==> src/volt_prot_pkg.sv <==
// Purpose: shared constants and carriers for the voltage protection stages
// Assumes: voltages arrive as whole percent of nominal, 8 bits wide
// Notes: register offsets are byte addresses on a 32-bit APB bus
package volt_prot_pkg;

    localparam int unsigned CLK_PERIOD_NS = 50;
    localparam int unsigned TICK_PERIOD_NS = 1000000;
    localparam int unsigned TICK_CYCLES = TICK_PERIOD_NS / CLK_PERIOD_NS;

    localparam int DLY_W = 16;
    localparam int IRQ_W = 6;

    localparam logic [7:0] OFS_CTRL = 8'h00;
    localparam logic [7:0] OFS_OV_CFG = 8'h04;
    localparam logic [7:0] OFS_UV_CFG = 8'h08;
    localparam logic [7:0] OFS_RO_CFG = 8'h0C;
    localparam logic [7:0] OFS_OV_DLY = 8'h10;
    localparam logic [7:0] OFS_UV_DLY = 8'h14;
    localparam logic [7:0] OFS_RO_DLY = 8'h18;
    localparam logic [7:0] OFS_STATUS = 8'h1C;
    localparam logic [7:0] OFS_IRQ_STAT = 8'h20;
    localparam logic [7:0] OFS_IRQ_MASK = 8'h24;

    localparam logic [6:0] CTRL_RST = 7'h25;
    localparam logic [7:0] OV_PICK_RST = 8'h3F;
    localparam logic [7:0] UV_PICK_RST = 8'h5A;
    localparam logic [7:0] UV_BLOCK_RST = 8'h0A;
    localparam logic [7:0] RO_PICK_RST = 8'h1E;
    localparam logic [7:0] RATIO_RST = 8'h05;
    localparam logic [DLY_W-1:0] DELAY_RST = 16'h0064;

    typedef enum logic [1:0] {
        UV_OFF,
        UV_ONE_OF_3,
        UV_TWO_OF_3,
        UV_ALL
    } uv_mode_t;

    typedef struct packed {
        logic ro_so;
        logic ro_on;
        logic uv_so;
        uv_mode_t uv_mode;
        logic ov_so;
        logic ov_on;
    } ctrl_t;

    typedef struct packed {
        logic [7:0] ratio;
        logic [7:0] pick;
    } thr_t;

    typedef struct packed {
        logic [7:0] res;
        logic [2:0][7:0] ph;
    } meas_t;

    typedef struct packed {
        logic ro_trip;
        logic ro_start;
        logic uv_trip;
        logic uv_start;
        logic [2:0] uv_ph;
        logic ov_trip;
        logic ov_start;
        logic [2:0] ov_ph;
    } prot_out_t;

endpackage

==> src/stage_delay_timer.sv <==
// Purpose: definite-time delay from a stage start to its trip
// Assumes: tick is a one-cycle pulse once per millisecond
// Notes: the first millisecond may be short, since ticks are free running
`timescale 1ns/10ps
module stage_delay_timer (
    input wire logic pclk,
    input wire logic presetn,
    input wire logic tick,
    input wire logic start,
    input wire logic start_only,
    input wire logic [volt_prot_pkg::DLY_W-1:0] delay,
    output logic trip
);

    logic [volt_prot_pkg::DLY_W-1:0] cnt_ff;
    logic trip_ff;

    // saturate so a very long start cannot wrap to a short count
    always_ff @(posedge pclk or negedge presetn) begin
        if (!presetn) begin
            cnt_ff <= '0;
        end else if (!start) begin
            cnt_ff <= '0;
        end else if (tick && (cnt_ff != 16'hFFFF)) begin
            cnt_ff <= cnt_ff + 16'h0001;
        end
    end

    always_ff @(posedge pclk or negedge presetn) begin
        if (!presetn) begin
            trip_ff <= 1'b0;
        end else begin
            trip_ff <= start && !start_only && (cnt_ff >= delay);
        end
    end

    assign trip = trip_ff;

    property p_trip_after_delay;
        @(posedge pclk) disable iff (!presetn)
        $rose(trip_ff) |-> ($past(cnt_ff) >= $past(delay)) && $past(start);
    endproperty
    a_trip_after_delay: assert property (p_trip_after_delay)
        else $error("trip rose before the delay count was reached");

endmodule

==> src/voltage_protection_stages.sv <==
// Purpose: phase over/undervoltage and residual overvoltage stages with APB
// Assumes: measurement strobe and values synchronous to pclk
// Notes: hysteresis margin is in percent points of nominal voltage
//
// Added by the designer: the APB interface to the registers and the register addresses.
`timescale 1ns/10ps

// Behaviour
// overvoltage start flag per phase whose voltage exceeds pick-up.
// overvoltage general start while any phase is above pick-up.
// over and undervoltage trip only after general start held for delay.
// overvoltage and residual stages have On/Off, default On; Off gives nothing.
// start-only selection, default off, keeps starts but blocks trip.
// delay counted from start, 0 to 60000 ms, 1 ms steps, default 100.
// reset ratio 1 to 10, default 5, releases start only past margin.
// undervoltage phase start below pick-up (default 90) and above blocking.
// undervoltage general start from phase starts per phase-count mode.
// undervoltage modes Off, one, two or all of three; default one.
// phases under blocking level (0 to 20, default 10) never start.
// residual stage works on the residual voltage magnitude, 3U0.
// residual start while above pick-up, 2 to 60, default 30.
// residual trip after its start held for the delay.
// millisecond tick drives delays; start loss clears counter and trip.
// front end gives percent-scaled RMS values with a valid strobe.
module voltage_protection_stages #(
    parameter int unsigned TICK_CYCLES = volt_prot_pkg::TICK_CYCLES
) (
    input wire logic pclk,
    input wire logic presetn,
    input wire logic psel,
    input wire logic penable,
    input wire logic pwrite,
    input wire logic [7:0] paddr,
    input wire logic [31:0] pwdata,
    output logic [31:0] prdata,
    output logic pready,
    output logic pslverr,
    input wire logic meas_valid,
    input wire volt_prot_pkg::meas_t meas,
    output volt_prot_pkg::prot_out_t prot,
    output logic irq
);

    function automatic logic over_hyst(input logic [7:0] v, input volt_prot_pkg::thr_t t,
                                       input logic prev);
        logic [8:0] up;
        up = {1'b0, v} + {1'b0, t.ratio};
        return (v > t.pick) || (prev && (up >= {1'b0, t.pick}));
    endfunction

    function automatic logic under_hyst(input logic [7:0] v, input volt_prot_pkg::thr_t t,
                                        input logic prev);
        logic [8:0] lim;
        lim = {1'b0, t.pick} + {1'b0, t.ratio};
        return (v < t.pick) || (prev && ({1'b0, v} <= lim));
    endfunction

    function automatic logic [1:0] ones3(input logic [2:0] b);
        return {1'b0, b[0]} + {1'b0, b[1]} + {1'b0, b[2]};
    endfunction

    volt_prot_pkg::ctrl_t ctrl_ff;
    volt_prot_pkg::thr_t ov_thr_ff;
    volt_prot_pkg::thr_t uv_thr_ff;
    volt_prot_pkg::thr_t ro_thr_ff;
    logic [7:0] uv_block_ff;
    logic [volt_prot_pkg::DLY_W-1:0] ov_dly_ff;
    logic [volt_prot_pkg::DLY_W-1:0] uv_dly_ff;
    logic [volt_prot_pkg::DLY_W-1:0] ro_dly_ff;
    logic [volt_prot_pkg::IRQ_W-1:0] stat_ff;
    logic [volt_prot_pkg::IRQ_W-1:0] mask_ff;
    logic irq_ff;
    volt_prot_pkg::meas_t meas_ff;
    volt_prot_pkg::prot_out_t prot_ff;
    logic [31:0] tick_cnt_ff;
    logic tick_ff;
    logic pready_ff;
    logic pslverr_ff;
    logic [31:0] prdata_ff;

    logic [2:0] nxt_ov_ph;
    logic [2:0] nxt_uv_ph;
    logic nxt_ov;
    logic nxt_uv;
    logic nxt_ro;
    logic ov_trip_w;
    logic uv_trip_w;
    logic ro_trip_w;
    logic [volt_prot_pkg::IRQ_W-1:0] ev;
    logic [volt_prot_pkg::IRQ_W-1:0] clr;
    logic [31:0] rdata_c;
    logic hit_c;
    logic wr_en;

    // register bus: one wait state, answer registered
    assign wr_en = psel && penable && pready_ff && pwrite;

    always_comb begin
        rdata_c = 32'h0000_0000;
        hit_c = 1'b1;
        case (paddr)
            volt_prot_pkg::OFS_CTRL: rdata_c = {25'h0, ctrl_ff};
            volt_prot_pkg::OFS_OV_CFG: rdata_c = {16'h0, ov_thr_ff};
            volt_prot_pkg::OFS_UV_CFG: rdata_c = {8'h0, uv_block_ff, uv_thr_ff};
            volt_prot_pkg::OFS_RO_CFG: rdata_c = {16'h0, ro_thr_ff};
            volt_prot_pkg::OFS_OV_DLY: rdata_c = {16'h0, ov_dly_ff};
            volt_prot_pkg::OFS_UV_DLY: rdata_c = {16'h0, uv_dly_ff};
            volt_prot_pkg::OFS_RO_DLY: rdata_c = {16'h0, ro_dly_ff};
            volt_prot_pkg::OFS_STATUS: rdata_c = {20'h0, prot_ff};
            volt_prot_pkg::OFS_IRQ_STAT: rdata_c = {26'h0, stat_ff};
            volt_prot_pkg::OFS_IRQ_MASK: rdata_c = {26'h0, mask_ff};
            default: hit_c = 1'b0;
        endcase
    end

    always_ff @(posedge pclk or negedge presetn) begin
        if (!presetn) begin
            pready_ff <= 1'b0;
            pslverr_ff <= 1'b0;
            prdata_ff <= 32'h0000_0000;
        end else begin
            pready_ff <= psel && penable && !pready_ff;
            if (psel && penable && !pready_ff) begin
                pslverr_ff <= !hit_c;
                prdata_ff <= pwrite ? 32'h0000_0000 : rdata_c;
            end else begin
                pslverr_ff <= 1'b0;
            end
        end
    end

    // settings; values outside the documented ranges are taken as written
    always_ff @(posedge pclk or negedge presetn) begin
        if (!presetn) begin
            ctrl_ff <= volt_prot_pkg::ctrl_t'(volt_prot_pkg::CTRL_RST);
            ov_thr_ff <= {volt_prot_pkg::RATIO_RST, volt_prot_pkg::OV_PICK_RST};
            uv_thr_ff <= {volt_prot_pkg::RATIO_RST, volt_prot_pkg::UV_PICK_RST};
            ro_thr_ff <= {volt_prot_pkg::RATIO_RST, volt_prot_pkg::RO_PICK_RST};
            uv_block_ff <= volt_prot_pkg::UV_BLOCK_RST;
            ov_dly_ff <= volt_prot_pkg::DELAY_RST;
            uv_dly_ff <= volt_prot_pkg::DELAY_RST;
            ro_dly_ff <= volt_prot_pkg::DELAY_RST;
            mask_ff <= '0;
        end else if (wr_en) begin
            case (paddr)
                volt_prot_pkg::OFS_CTRL: ctrl_ff <= volt_prot_pkg::ctrl_t'(pwdata[6:0]);
                volt_prot_pkg::OFS_OV_CFG: ov_thr_ff <= pwdata[15:0];
                volt_prot_pkg::OFS_UV_CFG: begin
                    uv_thr_ff <= pwdata[15:0];
                    uv_block_ff <= pwdata[23:16];
                end
                volt_prot_pkg::OFS_RO_CFG: ro_thr_ff <= pwdata[15:0];
                volt_prot_pkg::OFS_OV_DLY: ov_dly_ff <= pwdata[15:0];
                volt_prot_pkg::OFS_UV_DLY: uv_dly_ff <= pwdata[15:0];
                volt_prot_pkg::OFS_RO_DLY: ro_dly_ff <= pwdata[15:0];
                volt_prot_pkg::OFS_IRQ_MASK: mask_ff <= pwdata[volt_prot_pkg::IRQ_W-1:0];
                default: ;
            endcase
        end
    end

    // hold the last strobed values; stages act on these between updates
    always_ff @(posedge pclk or negedge presetn) begin
        if (!presetn) begin
            meas_ff <= '0;
        end else if (meas_valid) begin
            meas_ff <= meas;
        end
    end

    // free-running millisecond tick
    always_ff @(posedge pclk or negedge presetn) begin
        if (!presetn) begin
            tick_cnt_ff <= 32'h0000_0000;
            tick_ff <= 1'b0;
        end else if (tick_cnt_ff >= 32'(TICK_CYCLES - 1)) begin
            tick_cnt_ff <= 32'h0000_0000;
            tick_ff <= 1'b1;
        end else begin
            tick_cnt_ff <= tick_cnt_ff + 32'h0000_0001;
            tick_ff <= 1'b0;
        end
    end

    always_comb begin
        for (int i = 0; i < 3; i++) begin
            nxt_ov_ph[i] = ctrl_ff.ov_on
                && over_hyst(meas_ff.ph[i], ov_thr_ff, prot_ff.ov_ph[i]);
            // a dead phase (open breaker) must not look like an undervoltage
            nxt_uv_ph[i] = (ctrl_ff.uv_mode != volt_prot_pkg::UV_OFF)
                && (meas_ff.ph[i] >= uv_block_ff)
                && under_hyst(meas_ff.ph[i], uv_thr_ff, prot_ff.uv_ph[i]);
        end
        nxt_ov = |nxt_ov_ph;
        case (ctrl_ff.uv_mode)
            volt_prot_pkg::UV_ONE_OF_3: nxt_uv = ones3(nxt_uv_ph) >= 2'h1;
            volt_prot_pkg::UV_TWO_OF_3: nxt_uv = ones3(nxt_uv_ph) >= 2'h2;
            volt_prot_pkg::UV_ALL: nxt_uv = ones3(nxt_uv_ph) == 2'h3;
            default: nxt_uv = 1'b0;
        endcase
        // residual input is already 3U0 from the front end
        nxt_ro = ctrl_ff.ro_on
            && over_hyst(meas_ff.res, ro_thr_ff, prot_ff.ro_start);
    end

    stage_delay_timer ov_timer (
        .pclk(pclk),
        .presetn(presetn),
        .tick(tick_ff),
        .start(prot_ff.ov_start),
        .start_only(ctrl_ff.ov_so),
        .delay(ov_dly_ff),
        .trip(ov_trip_w)
    );

    stage_delay_timer uv_timer (
        .pclk(pclk),
        .presetn(presetn),
        .tick(tick_ff),
        .start(prot_ff.uv_start),
        .start_only(ctrl_ff.uv_so),
        .delay(uv_dly_ff),
        .trip(uv_trip_w)
    );

    stage_delay_timer ro_timer (
        .pclk(pclk),
        .presetn(presetn),
        .tick(tick_ff),
        .start(prot_ff.ro_start),
        .start_only(ctrl_ff.ro_so),
        .delay(ro_dly_ff),
        .trip(ro_trip_w)
    );

    // trips lag their timer by one cycle so every output leaves a flop here
    always_ff @(posedge pclk or negedge presetn) begin
        if (!presetn) begin
            prot_ff <= '0;
        end else begin
            prot_ff.ov_ph <= nxt_ov_ph;
            prot_ff.ov_start <= nxt_ov;
            prot_ff.ov_trip <= ov_trip_w;
            prot_ff.uv_ph <= nxt_uv_ph;
            prot_ff.uv_start <= nxt_uv;
            prot_ff.uv_trip <= uv_trip_w;
            prot_ff.ro_start <= nxt_ro;
            prot_ff.ro_trip <= ro_trip_w;
        end
    end

    // rising edges of starts and trips; a set in the clear cycle wins
    assign ev = {ro_trip_w & ~prot_ff.ro_trip, nxt_ro & ~prot_ff.ro_start,
                 uv_trip_w & ~prot_ff.uv_trip, nxt_uv & ~prot_ff.uv_start,
                 ov_trip_w & ~prot_ff.ov_trip, nxt_ov & ~prot_ff.ov_start};
    assign clr = (wr_en && (paddr == volt_prot_pkg::OFS_IRQ_STAT))
        ? pwdata[volt_prot_pkg::IRQ_W-1:0] : '0;

    always_ff @(posedge pclk or negedge presetn) begin
        if (!presetn) begin
            stat_ff <= '0;
        end else begin
            stat_ff <= (stat_ff & ~clr) | ev;
        end
    end

    always_ff @(posedge pclk or negedge presetn) begin
        if (!presetn) begin
            irq_ff <= 1'b0;
        end else begin
            irq_ff <= |(stat_ff & mask_ff);
        end
    end

    assign prdata = prdata_ff;
    assign pready = pready_ff;
    assign pslverr = pslverr_ff;
    assign prot = prot_ff;
    assign irq = irq_ff;

    property p_ov_phase;
        @(posedge pclk) disable iff (!presetn)
        (ctrl_ff.ov_on && (meas_ff.ph[0] > ov_thr_ff.pick)) |=> prot_ff.ov_ph[0];
    endproperty
    a_ov_phase: assert property (p_ov_phase)
        else $error("overvoltage phase start missing");

    property p_ov_general;
        @(posedge pclk) disable iff (!presetn)
        prot_ff.ov_start == (|prot_ff.ov_ph);
    endproperty
    a_ov_general: assert property (p_ov_general)
        else $error("overvoltage general start disagrees with phases");

    property p_uv_trip_held;
        @(posedge pclk) disable iff (!presetn)
        $rose(prot_ff.uv_trip) |-> $past(prot_ff.uv_start, 2);
    endproperty
    a_uv_trip_held: assert property (p_uv_trip_held)
        else $error("undervoltage trip without held start");

    property p_ov_off;
        @(posedge pclk) disable iff (!presetn)
        (!ctrl_ff.ov_on)[*4] |-> !prot_ff.ov_start && !prot_ff.ov_trip;
    endproperty
    a_ov_off: assert property (p_ov_off)
        else $error("overvoltage stage active while off");

    property p_ro_start_only;
        @(posedge pclk) disable iff (!presetn)
        ctrl_ff.ro_so[*3] |-> !prot_ff.ro_trip;
    endproperty
    a_ro_start_only: assert property (p_ro_start_only)
        else $error("residual trip while start-only");

    property p_ov_hold;
        @(posedge pclk) disable iff (!presetn)
        (prot_ff.ov_ph[1] && ctrl_ff.ov_on
            && (({1'b0, meas_ff.ph[1]} + {1'b0, ov_thr_ff.ratio}) >= {1'b0, ov_thr_ff.pick}))
        |=> prot_ff.ov_ph[1];
    endproperty
    a_ov_hold: assert property (p_ov_hold)
        else $error("overvoltage start released inside the margin");

    property p_uv_block;
        @(posedge pclk) disable iff (!presetn)
        (meas_ff.ph[2] < uv_block_ff) |=> !prot_ff.uv_ph[2];
    endproperty
    a_uv_block: assert property (p_uv_block)
        else $error("undervoltage start on a blocked phase");

    property p_uv_all;
        @(posedge pclk) disable iff (!presetn)
        (prot_ff.uv_start && $past(ctrl_ff.uv_mode) == volt_prot_pkg::UV_ALL)
        |-> (&prot_ff.uv_ph);
    endproperty
    a_uv_all: assert property (p_uv_all)
        else $error("undervoltage all-phase mode started with a phase missing");

    property p_ro_start;
        @(posedge pclk) disable iff (!presetn)
        (ctrl_ff.ro_on && (meas_ff.res > ro_thr_ff.pick)) |=> prot_ff.ro_start;
    endproperty
    a_ro_start: assert property (p_ro_start)
        else $error("residual start missing");

    property p_ro_trip_held;
        @(posedge pclk) disable iff (!presetn)
        $rose(prot_ff.ro_trip) |-> $past(prot_ff.ro_start, 2);
    endproperty
    a_ro_trip_held: assert property (p_ro_trip_held)
        else $error("residual trip without held start");

    property p_ov_clear;
        @(posedge pclk) disable iff (!presetn)
        !prot_ff.ov_start |-> ##2 !prot_ff.ov_trip;
    endproperty
    a_ov_clear: assert property (p_ov_clear)
        else $error("overvoltage trip outlived its start");

endmodule

==> config.mk <==
export PLATFORM = sky130hd
export DESIGN_NAME = voltage_protection_stages
export DESIGN_NICKNAME = d
export VERILOG_FILES = /design/src/volt_prot_pkg.sv /design/src/stage_delay_timer.sv /design/src/voltage_protection_stages.sv
export SDC_FILE = /design/constraint.sdc
export NUM_CORES = 1
export LEC_CHECK = 0
export ABC_AREA = 1
export BUFFER_PORTS_ARGS = -buffer_cell sky130_fd_sc_hd__buf_2
export CORE_MARGIN = 2
export CORE_UTILIZATION = 65
export DETAILED_ROUTE_END_ITERATION = 10
export GPL_ROUTABILITY_DRIVEN = 0
export MAX_ROUTING_LAYER = met4
export PLACE_DENSITY_LB_ADDON = 0.1
export SYNTH_ARGS = -nofsm -noshare
export SYNTH_HDL_FRONTEND = slang
export SYNTH_SLANG_ARGS = --single-unit
==> constraint.sdc <==
create_clock -name pclk -period 8.15 [get_ports pclk]
set_input_delay 0.815 -clock pclk [delete_from_list [all_inputs] [get_ports pclk]]
set_output_delay 0.815 -clock pclk [all_outputs]
set_load 0.05 [all_outputs]
==> reports/summary.log <==
INFO  outcome        result_of_the_run=finished clean
INFO  sta            setup_slack=3.92ns
INFO  critical_path  timing.critical_path.cells=ha_1 > fa_1 > a31oi_1 > xor2_1 > ha_1 > nand2_1 > nor2_1 > nor2_1 > o211ai_1 > nand4_1 > nand2_1 > nand2_1 > nand2_1 > nand2_1 > nand2_1 > nand2_1 > nand2_1 > fa_1 > o211a_1 > a211oi_1 > nand2_1 > nand2_1
INFO  sta            holdWs=0.322ns
INFO  power_and_ir_drop post-layout-total-power=0.00328W
INFO  critical_path  cp_slowest_cell=sky130_fd_sc_hd__dfrtp_1
INFO  synth          post_synthesis_sequential_element_count=278
INFO  synth          syn_area=17,600µm²
INFO  clocking       h-tree-depth=1
INFO  placement      port_buffers=108
INFO  sta            setup-tns-final=0ns
INFO  sta            fin_crit_sh=51.9%
INFO  clocking       insertion_delay=0.59ns
INFO  global_route   first_global_vias=15,000
INFO  critical_path  regToRegEndpoint=stat_ff[2]$_DFF_PN0_
INFO  global_route   globalRouteTotalUtil=36.4%
INFO  finish         layout-drive-gt1-share=13.0%
INFO  sta            timing.clock.skew=0.0274ns
INFO  sta            highest_attainable_clock_frequency=236MHz
INFO  synth          synth_cell_type_count=58
INFO  job            max-cap-violations=0
INFO  finish         design.final.nets=2,511
INFO  floorplanning  starting_density_of_the_core=65.8%
INFO  finish         fill_cells=2,047
INFO  clocking       cts_tree=done
INFO  floorplanning  die_w=169µm
INFO  sta            final_hold_viol_count=0
INFO  synth          synth_seq_area_share=39.7%
INFO  floorplanning  rows=60
INFO  critical_path  setup.worst_path.end_class=flip-flop
INFO  global_route   largest_net_degree_at_the_start_of_global_routing=117
INFO  critical_path  worstPathBufferInverterCount=0
INFO  critical_path  timing.critical_path.required=8.68ns
INFO  floorplanning  coreArea=26,800µm²
INFO  clocking       clockBufferDepth=3
INFO  critical_path  arrival=4.76ns
INFO  synth          synthesis.instances=2,087
INFO  critical_path  critPathCapture=stat_ff[2]$_DFF_PN0_
INFO  placement      dp_cells=2,513
INFO  floorplanning  dieArea=28,500µm²
INFO  finish         final-instance-count-excl-fill=2,572
INFO  power_and_ir_drop vdd.ir_drop.worst=0.173mV
INFO  clocking       clk_root_buffer_cell=sky130_fd_sc_hd__clkbuf_16
INFO  sta            worst_pin_slew=1.07ns
INFO  floorplanning  top_level_ports=125
INFO  critical_path  crit_path_leading_delay_family=adder cells
INFO  critical_path  critical_path_depth=22
INFO  routing        postRouteWirelength=49,700µm
INFO  synth          post_syn_area_per_cell=8.45µm²
INFO  synth          synthDominantCellAreaShare=34.6%
INFO  synth          top_ff_cell_synth=sky130_fd_sc_hd__dfrtp_1
INFO  synth          synth_enable_flop_cells=0
INFO  clocking       post-cts-setup-buffers=0
INFO  sta            slew_viols_final=0
INFO  critical_path  critPathMaxStageDelay=0.48ns
INFO  routing        drt_iter0_markers=1,375
INFO  global_route   antenna_violations_before_repair=1
INFO  critical_path  critical_setup_path_class=reg -> reg
INFO  clocking       clk_transition_reported_paths=0.06ns
INFO  sta            rsz0062_at_grt=no
INFO  power_and_ir_drop pwr_density_cell=167nW/µm²
INFO  sta            final-setup-viol-count=0
INFO  global_route   grt_first_pass_wirelength=78,600µm
INFO  critical_path  critical_path.max_fanout=6
INFO  critical_path  timing.critical_path.from=uv_thr_ff[0]$_DFFE_PN0P_
INFO  synth          yosys-top-cells-area=sky130_fd_sc_hd__dfrtp_1 35%, sky130_fd_sc_hd__ha_1 16%, sky130_fd_sc_hd__nand2_1 9.6%, sky130_fd_sc_hd__inv_1 5.3%, sky130_fd_sc_hd__dfstp_2 5.1%
INFO  finish         area.growth.synth_to_final=11.1%
INFO  clocking       cts_hold_buffers=0
INFO  sta            timing.slew.headroom=28.2%
INFO  clocking       cts_sinks=278
INFO  synth          synthTopCellsByCount=449 x sky130_fd_sc_hd__nand2_1, 251 x sky130_fd_sc_hd__inv_1, 244 x sky130_fd_sc_hd__dfrtp_1, 222 x sky130_fd_sc_hd__ha_1, 150 x sky130_fd_sc_hd__a21oi_1
INFO  critical_path  worstSetupStartpointType=flip-flop
INFO  critical_path  ff2ff_setup_slack=3.92ns
INFO  placement      dp_worst_setup_slack=4.00ns
INFO  power_and_ir_drop power.leakage=9.46nW
INFO  placement      dp.final_hpwl=37,000µm
INFO  floorplanning  die_h=169µm
INFO  critical_path  regToRegStartpoint=uv_thr_ff[0]$_DFFE_PN0P_
INFO  min_path       hold_path_class=in -> async
INFO  clocking       cts-buffers-inserted=31
INFO  routing        antenna_left=0
INFO  critical_path  critPathMostFrequentCell=sky130_fd_sc_hd__nand2_1
INFO  routing        drtPass1Iterations=6
INFO  routing        vias_per_cell=6.01
INFO  synth          synth_most_common_cell=sky130_fd_sc_hd__nand2_1
INFO  synth          synth.yosys.warnings=0
INFO  synth          synth_area_leader_cell=sky130_fd_sc_hd__dfrtp_1
INFO  sta            finalWorstPathRequiredPeriod=4.23ns
INFO  routing        detail_route.wl_per_cell=19.3µm
INFO  routing        dr_total_vias=15,500
INFO  global_route   grt-ovfl-total=0
INFO  routing        drcViolationCount=0
INFO  clocking       cts-resized-gates=0
INFO  critical_path  length_in_cells_of_the_worst_reg_to_reg_path=22
INFO  synth          async_reset_ff_share=100%
[area by class of cell]
type | instances | area, µm² | area share [%]
Multi-Input combinational cell | 1506 | 9430 | 48.1
Tap cell | 341 | 427 | 2.18
Timing Repair Buffer | 112 | 581 | 2.96
Sequential cell | 278 | 7000 | 35.7
Inverter | 276 | 1040 | 5.29
Clock buffer | 43 | 891 | 4.55
Clock inverter | 15 | 224 | 1.14
Antenna cell | 1 | 2.50 | 0.0128
[per-stage QoR]
step / area, µm² / utilization (%)
after global routing: 19600 / 73.1
final: 19600 / 73.1
after global placement: 18500 / 68.9
after CTS: 19600 / 73.1
after detailed placement: 18500 / 68.9
after floorplan: 17700 / -
[flip-flops by register name, summed over array words and instances, names as in the netlist, 16 cells and up]
register,count
ov_dly_ff,16
ro_dly_ff,16
meas_ff,32
prdata,24
uv_thr_ff,16
ov_timer.cnt_ff,16
uv_dly_ff,16
uv_timer.cnt_ff,16
ov_thr_ff,16
ro_timer.cnt_ff,16
tick_cnt_ff,32
ro_thr_ff,16
[where the power goes]
part	total [W]	internal, W	leakage (nW)	switching (W)
Sequential	0.00145	0.00140	3.58	0.0000428
Combinational	0.000323	0.000121	5.33	0.000201
Clock	0.00151	0.000923	0.547	0.000588
[worst min-delay path by stage]
| stage | slack [ns] | from | endpoint |
|---|---|---|---|
| 2_1_floorplan | 0.35 | ro_timer.trip$_DFF_PN0_ | prot[11]$_DFF_PN0_ |
| 3_3_place_gp | 0.36 | uv_timer.trip$_DFF_PN0_ | prot[9]$_DFF_PN0_ |
| 3_5_place_dp | 0.37 | ro_timer.trip$_DFF_PN0_ | prot[11]$_DFF_PN0_ |
| 4_1_cts | 0.36 | presetn | meas_ff[18]$_DFFE_PN0P_ |
| 5_1_grt | 0.40 | presetn | meas_ff[18]$_DFFE_PN0P_ |
| 6_report | 0.32 | presetn | meas_ff[17]$_DFFE_PN0P_ |
[layer usage]
metal / vias up / GRT usage (%) / part of all wire (%)
met3: 196 / 5.10 / 8.0
met4: 0 / 18.6 / 6.2
met1: 7286 / 45.4 / 40
met2: 685 / 58.5 / 46
met5: - / - / 0
li1: 7285 / - / -
[layout by cell type, fill, tap and decap left out, types with 28 or more instances in the layout]
cell / Yosys / layout
sky130_fd_sc_hd__a21oi_1: 150 / 150
sky130_fd_sc_hd__buf_2: 8 / 107
sky130_fd_sc_hd__clkbuf_16: 0 / 31
sky130_fd_sc_hd__dfrtp_1: 244 / 244
sky130_fd_sc_hd__dfstp_2: 34 / 34
sky130_fd_sc_hd__ha_1: 222 / 222
sky130_fd_sc_hd__inv_1: 251 / 251
sky130_fd_sc_hd__nand2_1: 449 / 449
sky130_fd_sc_hd__nand3_1: 71 / 71
sky130_fd_sc_hd__nand4_1: 33 / 33
sky130_fd_sc_hd__nor2_1: 103 / 103
sky130_fd_sc_hd__nor3_1: 28 / 28
sky130_fd_sc_hd__o21ai_0: 140 / 140
sky130_fd_sc_hd__o21ai_1: 45 / 45
[cell families after synthesis]
logic type	count (synthesis)	synth area share [%]
compound gates	464	15.2
xor+xnor	32	1.59
fa+ha+maj	228	16.4
buf+inv	327	7.36
flops	278	39.7
mux	25	1.60
other cells	1	0.0213
simple gates	732	18.1
No activity file was read; power rests on OpenSTA's default activity.
